File: src/shared/wdc_pkg.sv
/*
  Constants and types shared by the watchdog mode control block.
  Assumes a single 100 MHz system clock and a synchronous reset.
*/
package wdc_pkg;

  // ********************************
  // Register map
  // ********************************
  localparam logic [7:0] CTRL_ADDR = 8'h60;
  localparam logic [7:0] STAT_ADDR = 8'h64;
  localparam logic [7:0] CTRL_RESET = 8'h00;

  // ********************************
  // Control register fields
  // ********************************
  localparam int FLAG_BIT = 7;
  localparam int IE_BIT = 6;
  localparam int P3_BIT = 5;
  localparam int UNL_BIT = 4;
  localparam int RSTEN_BIT = 3;
  localparam int P_HI = 2;
  localparam int P_LO = 0;

  // ********************************
  // Status register fields
  // ********************************
  localparam int FUSE_BIT = 0;
  localparam int IRQ_BIT = 1;

  // ********************************
  // Timing
  // ********************************
  localparam logic [2:0] UNLOCK_CYCLES = 3'h4;
  localparam int CLK_NS = 10;
  localparam int TICK_NS = 1000;
  localparam int TICK_CYCLES = (TICK_NS + CLK_NS - 1) / CLK_NS;
  localparam int BASE_TICKS = 2048;
  localparam logic [3:0] MAX_SEL = 4'h9;

  // ********************************
  // Watchdog modes
  // ********************************
  typedef enum logic [3:0] {
    MODE_STOP = 4'h1,
    MODE_IRQ = 4'h2,
    MODE_RST = 4'h4,
    MODE_BOTH = 4'h8
  } wdc_mode_t;

endpackage

File: src/shared/wdc_reg_if.sv
/*
  Internal register access carrier between bus slave and core.
  Assumes both ends run on clk_sys; wr is a one-cycle strobe.
*/
`timescale 1ns/1ns
interface wdc_reg_if;
  logic wr;
  logic [7:0] addr;
  logic [7:0] wdata;
  logic [7:0] ctrl;
  logic [7:0] stat;

  modport slv (output wr, addr, wdata, input ctrl, stat);
  modport core (input wr, addr, wdata, output ctrl, stat);
endinterface

File: src/core/wdc_avs.sv
/*
  Avalon-MM slave with waitrequest for the watchdog registers.
  Assumes byte addresses, one register per 32-bit word.
*/
`timescale 1ns/1ns
module wdc_avs
  import wdc_pkg::*;
(
  // Clock and reset
  input wire logic clk_sys,
  input wire logic srst,
  // Avalon-MM slave
  input wire logic [7:0] avs_address,
  input wire logic avs_read,
  input wire logic avs_write,
  input wire logic [31:0] avs_writedata,
  output logic avs_waitrequest,
  output logic [31:0] avs_readdata,
  // Register side
  wdc_reg_if.slv rif
);

  function automatic logic [31:0] rd_word(input logic [7:0] a,
                                          input logic [7:0] c,
                                          input logic [7:0] s);
    if (a == CTRL_ADDR) begin
      return {24'h000000, c};
    end else if (a == STAT_ADDR) begin
      return {24'h000000, s};
    end
    return 32'h00000000;
  endfunction

  // One wait cycle, then the answer
  always_ff @(posedge clk_sys) begin
    if (srst) begin
      avs_waitrequest <= 1'b1;
      avs_readdata <= 32'h00000000;
    end else if ((avs_read || avs_write) && avs_waitrequest) begin
      avs_waitrequest <= 1'b0;
      if (avs_read) begin
        avs_readdata <= rd_word(avs_address, rif.ctrl, rif.stat);
      end
    end else begin
      avs_waitrequest <= 1'b1;
    end
  end

  assign rif.wr = avs_write && !avs_waitrequest;
  assign rif.addr = avs_address;
  assign rif.wdata = avs_writedata[7:0];

endmodule // wdc_avs

File: src/core/wdc_tick.sv
/*
  Watchdog time base: tick divider and period counter.
  Assumes kick comes from logic on clk_sys.
*/
`timescale 1ns/1ns
module wdc_tick
  import wdc_pkg::*;
#(
  parameter int unsigned TICK_DIV = TICK_CYCLES,
  parameter int unsigned BASE = BASE_TICKS
) (
  // Clock and reset
  input wire logic clk_sys,
  input wire logic srst,
  // Control
  input wire logic kick,
  input wire logic [3:0] sel,
  // Event
  output logic tmo
);

  logic [15:0] div;
  logic tick;
  logic [31:0] cnt;
  logic [3:0] sel_c;
  logic [31:0] term;

  assign tick = (div == 16'(TICK_DIV - 1));
  assign sel_c = (sel > MAX_SEL) ? MAX_SEL : sel;
  assign term = (32'(BASE) << sel_c) - 32'h00000001;

  always_ff @(posedge clk_sys) begin
    if (srst || kick || tick) begin
      div <= 16'h0000;
    end else begin
      div <= div + 16'h0001;
    end
  end

  // Count ticks up to the selected terminal, then restart
  always_ff @(posedge clk_sys) begin
    if (srst || kick) begin
      cnt <= 32'h00000000;
      tmo <= 1'b0;
    end else begin
      tmo <= 1'b0;
      if (tick && cnt >= term) begin
        cnt <= 32'h00000000;
        tmo <= 1'b1;
      end else if (tick) begin
        cnt <= cnt + 32'h00000001;
      end
    end
  end
endmodule // wdc_tick

File: src/core/wdc_top.sv
/*
  Watchdog mode control: control register, time-out actions,
  interrupt request and change-unlock window.
  Assumes cpu_gie, vector_ack and wdt_kick come from logic on
  clk_sys; force_reset_fuse is a static pin level.
*/
// The implementer's own choice: register access over Avalon-MM.
`timescale 1ns/1ns

// Function
// - Timeout sets flag bit 7 when watchdog is set for interrupt.
// - Taking the interrupt vector clears the flag in hardware.
// - Writing one to the flag clears it; zero leaves it.
// - Interrupt requested only when flag, enable bit 6 and global enable set.
// - Unprogrammed fuse, both enables zero: nothing; programmed fuse: reset.
// - Only interrupt enable set: interrupt on each timeout, no reset.
// - Only reset enable set: reset on timeout, no interrupt.
// - Both enables set: first timeout sets flag instead of resetting.
// - Combined mode: vector clears enable and flag, leaving reset mode.
// - Combined mode: timeout with interrupt still pending resets system.
// - Clearing reset enable or changing period needs unlock bit 4 set.
// - Unlock bit clears itself four clock cycles after being written.
// - Control register resets to zero except reset enable bit 3.
// - Flag set while its enable is clear stays set until handled.
// - Flags set with global interrupts off stay pending until enabled.
module wdc_top
  import wdc_pkg::*;
#(
  parameter logic RSTEN_INIT = 1'b0,
  parameter int unsigned TICK_DIV = TICK_CYCLES,
  parameter int unsigned BASE = BASE_TICKS
) (
  // Clock and reset
  input wire logic clk_sys,
  input wire logic srst,
  // Avalon-MM slave
  input wire logic [7:0] avs_address,
  input wire logic avs_read,
  input wire logic avs_write,
  input wire logic [31:0] avs_writedata,
  output logic avs_waitrequest,
  output logic [31:0] avs_readdata,
  // Processor side
  input wire logic cpu_gie,
  input wire logic vector_ack,
  input wire logic wdt_kick,
  // Fuse pin
  input wire logic force_reset_fuse,
  // Requests
  output logic irq_req,
  output logic sys_reset_req
);

  function automatic wdc_mode_t mode_dec(input logic fuse,
                                         input logic rst_en,
                                         input logic irq_en);
    if (!fuse) begin
      return MODE_RST;
    end
    case ({rst_en, irq_en})
      2'b01: return MODE_IRQ;
      2'b10: return MODE_RST;
      2'b11: return MODE_BOTH;
      default: return MODE_STOP;
    endcase
  endfunction

  // ********************************
  // Declarations
  // ********************************
  wdc_reg_if rif ();

  logic fuse_meta;
  logic fuse_sync;
  logic timeout_flag;
  logic timeout_irq_enable;
  logic reset_on_timeout_enable;
  logic change_unlock;
  logic [2:0] unl_cnt;
  logic [3:0] period_sel;
  logic tmo;
  logic wr_ctrl;
  logic unl_wr;
  logic set_flag;
  logic rst_now;
  logic clr_ie;
  wdc_mode_t mode;

  // ********************************
  // Submodules
  // ********************************
  wdc_avs u_avs (
    .clk_sys(clk_sys),
    .srst(srst),
    .avs_address(avs_address),
    .avs_read(avs_read),
    .avs_write(avs_write),
    .avs_writedata(avs_writedata),
    .avs_waitrequest(avs_waitrequest),
    .avs_readdata(avs_readdata),
    .rif(rif.slv)
  );

  wdc_tick #(
    .TICK_DIV(TICK_DIV),
    .BASE(BASE)
  ) u_tick (
    .clk_sys(clk_sys),
    .srst(srst),
    .kick(wdt_kick),
    .sel(period_sel),
    .tmo(tmo)
  );

  // ********************************
  // Fuse synchroniser
  // ********************************
  always_ff @(posedge clk_sys) begin
    if (srst) begin
      fuse_meta <= 1'b1;
      fuse_sync <= 1'b1;
    end else begin
      fuse_meta <= force_reset_fuse;
      fuse_sync <= fuse_meta;
    end
  end

  // ********************************
  // Decode
  // ********************************
  assign mode = mode_dec(fuse_sync, reset_on_timeout_enable,
                         timeout_irq_enable);
  assign wr_ctrl = rif.wr && (rif.addr == CTRL_ADDR);
  assign unl_wr = wr_ctrl && rif.wdata[UNL_BIT];
  // Flag only in modes that interrupt; pending flag in combined escalates
  assign set_flag = tmo && (mode == MODE_IRQ ||
                    (mode == MODE_BOTH && !timeout_flag));
  assign rst_now = tmo && (mode == MODE_RST ||
                   (mode == MODE_BOTH && timeout_flag));
  assign clr_ie = vector_ack && (mode == MODE_BOTH);

  // ********************************
  // Time-out flag
  // ********************************
  always_ff @(posedge clk_sys) begin
    if (srst) begin
      timeout_flag <= CTRL_RESET[FLAG_BIT];
    end else if (set_flag) begin
      timeout_flag <= 1'b1;
    end else if (vector_ack) begin
      timeout_flag <= 1'b0;
    end else if (wr_ctrl && rif.wdata[FLAG_BIT]) begin
      timeout_flag <= 1'b0;
    end
  end

  // ********************************
  // Interrupt enable
  // ********************************
  always_ff @(posedge clk_sys) begin
    if (srst) begin
      timeout_irq_enable <= CTRL_RESET[IE_BIT];
    end else if (wr_ctrl && rif.wdata[IE_BIT]) begin
      timeout_irq_enable <= 1'b1;
    end else if (clr_ie || wr_ctrl) begin
      timeout_irq_enable <= 1'b0;
    end
  end

  // ********************************
  // Protected fields
  // ********************************
  always_ff @(posedge clk_sys) begin
    if (srst) begin
      reset_on_timeout_enable <= RSTEN_INIT;
    end else if (wr_ctrl && (rif.wdata[RSTEN_BIT] || change_unlock)) begin
      reset_on_timeout_enable <= rif.wdata[RSTEN_BIT];
    end
  end

  always_ff @(posedge clk_sys) begin
    if (srst) begin
      period_sel <= {CTRL_RESET[P3_BIT], CTRL_RESET[P_HI:P_LO]};
    end else if (wr_ctrl && change_unlock) begin
      period_sel <= {rif.wdata[P3_BIT], rif.wdata[P_HI:P_LO]};
    end
  end

  // ********************************
  // Change-unlock window
  // ********************************
  always_ff @(posedge clk_sys) begin
    if (srst) begin
      change_unlock <= CTRL_RESET[UNL_BIT];
      unl_cnt <= 3'h0;
    end else if (unl_wr) begin
      change_unlock <= 1'b1;
      unl_cnt <= UNLOCK_CYCLES - 3'h1;
    end else if (change_unlock && unl_cnt == 3'h0) begin
      change_unlock <= 1'b0;
    end else if (change_unlock) begin
      unl_cnt <= unl_cnt - 3'h1;
    end
  end

  // ********************************
  // Requests
  // ********************************
  always_ff @(posedge clk_sys) begin
    if (srst) begin
      irq_req <= 1'b0;
    end else begin
      // Pending flag waits for global enable
      irq_req <= timeout_flag && timeout_irq_enable && cpu_gie;
    end
  end

  always_ff @(posedge clk_sys) begin
    if (srst) begin
      sys_reset_req <= 1'b0;
    end else begin
      sys_reset_req <= rst_now;
    end
  end

  // ********************************
  // Readback
  // ********************************
  assign rif.ctrl = {timeout_flag, timeout_irq_enable, period_sel[3],
                     change_unlock, reset_on_timeout_enable,
                     period_sel[2:0]};
  assign rif.stat = {6'h00, irq_req, fuse_sync};
endmodule // wdc_top

File: config.mk
export PLATFORM = sky130hd
export DESIGN_NAME = wdc_top
export DESIGN_NICKNAME = d
export VERILOG_FILES = /design/src/shared/wdc_pkg.sv /design/src/shared/wdc_reg_if.sv /design/src/core/wdc_avs.sv /design/src/core/wdc_tick.sv /design/src/core/wdc_top.sv
export SDC_FILE = /design/constraint.sdc
export NUM_CORES = 1
export LEC_CHECK = 0
export BUFFER_PORTS_ARGS = -buffer_cell sky130_fd_sc_hd__buf_4
export CORE_MARGIN = 3
export CORE_UTILIZATION = 50
export CTS_BUF_LIST = sky130_fd_sc_hd__clkbuf_8 sky130_fd_sc_hd__clkbuf_16
export DETAILED_ROUTE_END_ITERATION = 8
export PLACE_DENSITY_LB_ADDON = 0.15
export SYNTH_ARGS = -nofsm -noshare
export SYNTH_HDL_FRONTEND = slang
export SYNTH_SLANG_ARGS = --single-unit
File: constraint.sdc
create_clock -name clk_sys -period 8.38 [get_ports clk_sys]
set_input_delay 0.838 -clock clk_sys [delete_from_list [all_inputs] [get_ports clk_sys]]
set_output_delay 0.838 -clock clk_sys [all_outputs]
set_load 0.02 [all_outputs]
==> impl_metrics.tcl <==
set metrics [dict create \
    outcome "complete, no violations" \
    crit_arrival_ns 3.97 \
    routabilityCongestion 0.785 \
    min_from "fuse_meta" \
    crit_required_ns 8.57 \
    synthTopCellsByArea "dfxtp_1 36%, ha_1 8.1%, nor2_1 6.2%" \
    synth_cell_types 52 \
    grt_pass1_vias 2872 \
    clock_sinks 73 \
    timing.fmax_mhz 264 \
    clk_pin_slew_worst_paths_ns 0.08 \
    grt_pass1_wl_um 13000 \
    track_usage_pct 17.6 \
    ys_warn_count 0 \
    via_count 3201 \
    clock_path_buffers 2 \
    slew_viol_final 0 \
    syn_to_final_growth_pct 11.3 \
    layout_common_cells "73 x dfxtp_1, 67 x nor2_1, 45 x nand2_1" \
    layout-drive-gt1-share_pct 13.3 \
    r2r-start "period_sel[1]" \
    postCtsSetupBuffers 0 \
    hpwlAfterDp_um 5720 \
    htree_levels 3 \
    tightest_slew_ns 0.866 \
    setup_violations 0 \
    cts_resized 0 \
    instances_no_fill 615 \
    startpoint_type "flip-flop" \
    crit_start "period_sel[1]" \
    grt-ovfl-total 0 \
    synth_edf_count 0 \
    vias_per_cell 5.20 \
    synth_area_per_cell_um2 8.55 \
    max_cap_violations 0 \
    rows 32 \
    wl_um 7770 \
    hold_end "fuse_sync" \
    io_pins 83 \
    netlist_instances 472 \
    relSlewSlack_pct 41.8 \
    hp-class "reg -> reg" \
    async_flop_share_pct 0 \
    top_layer_used "met4" \
    ant_nets 0 \
    cts-root-buf "clkbuf_8" \
    leakagePower_nw 1.82 \
    irDropWorstVdd_mv 0.0956 \
    r2r-end "u_tick.cnt[25]" \
    wl_met2_um 3600 \
    tns_ns 0 \
    reg2reg_slack_ns 4.60 \
    critPathKind "reg -> reg" \
    fin_worst_skew_ns 0.0106 \
    rsz0062_at_grt "no" \
    core_um2 7770 \
    antenna-diode-count 0 \
    ys_ff_latch 73 \
    drtIter0Drc 115 \
    wl_met1_um 3710 \
    numCtsBuffers 9 \
    synth_top_area_share_pct 36.2 \
    synth_top_cell_by_area "dfxtp_1" \
    finalHoldWorstSlack_ns 0.419 \
    wl_per_cell_um 12.6 \
    fp.dieArea_um2 9190 \
    min_path_cells 1 \
    hold_viol 0 \
    floorplan.initialDensity_pct 52.0 \
    post-route-min-period_ns 3.78 \
    grt_antenna_before_repair 0 \
    cts_tree "done" \
    powerDensity_nw_per_um2 152 \
    reg2regPathDepth 13 \
    numPlacedInstances 599 \
    end_kind "flip-flop" \
    netlist_area_um2 4040 \
    ys_seq_area_share_pct 36.2 \
    final_util_pct 57.8 \
    ys.flop_type "dfxtp_1" \
    nNetsFinal 582 \
    dieHeight_um 95.9 \
    drtPass1Iterations 4 \
    portBuffers 34 \
    grt_max_degree 28 \
    timing.final.crit_share_pct 45.1 \
    die_w_um 95.9 \
    drcViolationCount 0 \
    dr_wl_met3_um 358 \
    hold_buffers 0 \
    clk_latency_ns 0.34 \
    finalPower_mw 0.684 \
    worstPathMaxFanout 27 \
    layout_commonest_cell "dfxtp_1" \
]
==> worst max-delay path: stages (launching register included) <==
cell and delay (ns):
dfxtp_1 0.46, nor3_1 0.29, nand2_1 0.11, ha_1 0.34, nor3_1 0.24, a21o_1 0.12, a32oi_1 0.12, ha_1 0.34
a41o_1 0.19, a21oi_2 0.06, a2111oi_4 0.32, o21ai_2 0.20, a31oi_4 0.69, nor2_1 0.12
==> how the worst max path moves through the flow <==
stage	end	slack, ns
5_1_grt	u_tick.cnt[8]	4.23
2_1_floorplan	u_tick.cnt[12]	5.28
3_5_place_dp	u_tick.cnt[30]	4.60
6_report	u_tick.cnt[25]	4.60
4_1_cts	u_tick.cnt[25]	4.57
3_3_place_gp	u_tick.cnt[18]	4.67
==> registers in the layout, summed over array words and instances (netlist names), 3 cells and up <==
| register | count |
|---|---|
| period_sel | 4 |
| u_avs.avs_readdata | 8 |
| u_tick.cnt | 32 |
| u_tick.div | 16 |
| unl_cnt | 3 |
==> cell usage after synthesis (3+ instances only) <==
library cell / n
a21o_1: 5
a21oi_1: 22
a22oi_1: 7
and3_1: 17
buf_4: 24
buf_6: 3
clkbuf_1: 9
dfxtp_1: 73
ha_1: 26
inv_1: 12
mux2i_1: 3
nand2_1: 45
nand2b_1: 3
nand3_1: 22
nand3b_1: 5
nand4_1: 17
nor2_1: 67
nor2_2: 4
nor2b_1: 5
nor3_1: 7
nor4_1: 6
o211ai_1: 5
o21ai_0: 6
xnor2_1: 20
xor2_1: 21
==> kinds of logic after synthesis <==
family | synth area share [%]
AO/OA/AOI/OAI | 11.2
XOR/XNOR | 8.90
adder cells (fa/ha/maj) | 8.06
buffers and inverters | 7.50
flip-flops | 36.2
multiplexers | 1.02
other | 0.186
AND/OR/NAND/NOR | 27.0
==> power breakdown <==
part	switching [mW]	internal (mW)	leakage, nW
combinational	0.0234	0.0106	1.12
sequential	0.00111	0.348	0.589
clock	0.134	0.168	0.107
total	0.158	0.526	1.82
==> metrics by stage <==
step	instance area [µm²]	setup WS, ns
final	4490	4.60
after global routing	4490	4.23
after global placement	4270	4.67
after detailed placement	4270	4.60
after CTS	4490	4.57
after floorplan	4150	5.28
==> per-layer routing <==
layer / global-route usage [%] / vias up
met5: 0 / -
met4: 6.04 / 0
li1: - / 1660
met1: 23.2 / 1465
met2: 28.8 / 66
met3: 3.21 / 10
==> layout make-up <==
type | instances | area, µm²
fill | 728 | 3280
multi-input combinational | 378 | 2380
sequential | 73 | 1460
timing repair buffer | 34 | 255
tap | 102 | 128
clock buffer | 9 | 124
clock inverter | 7 | 96.3
inverter | 12 | 45.0
Note: power is estimated with default switching activity, not from simulation.
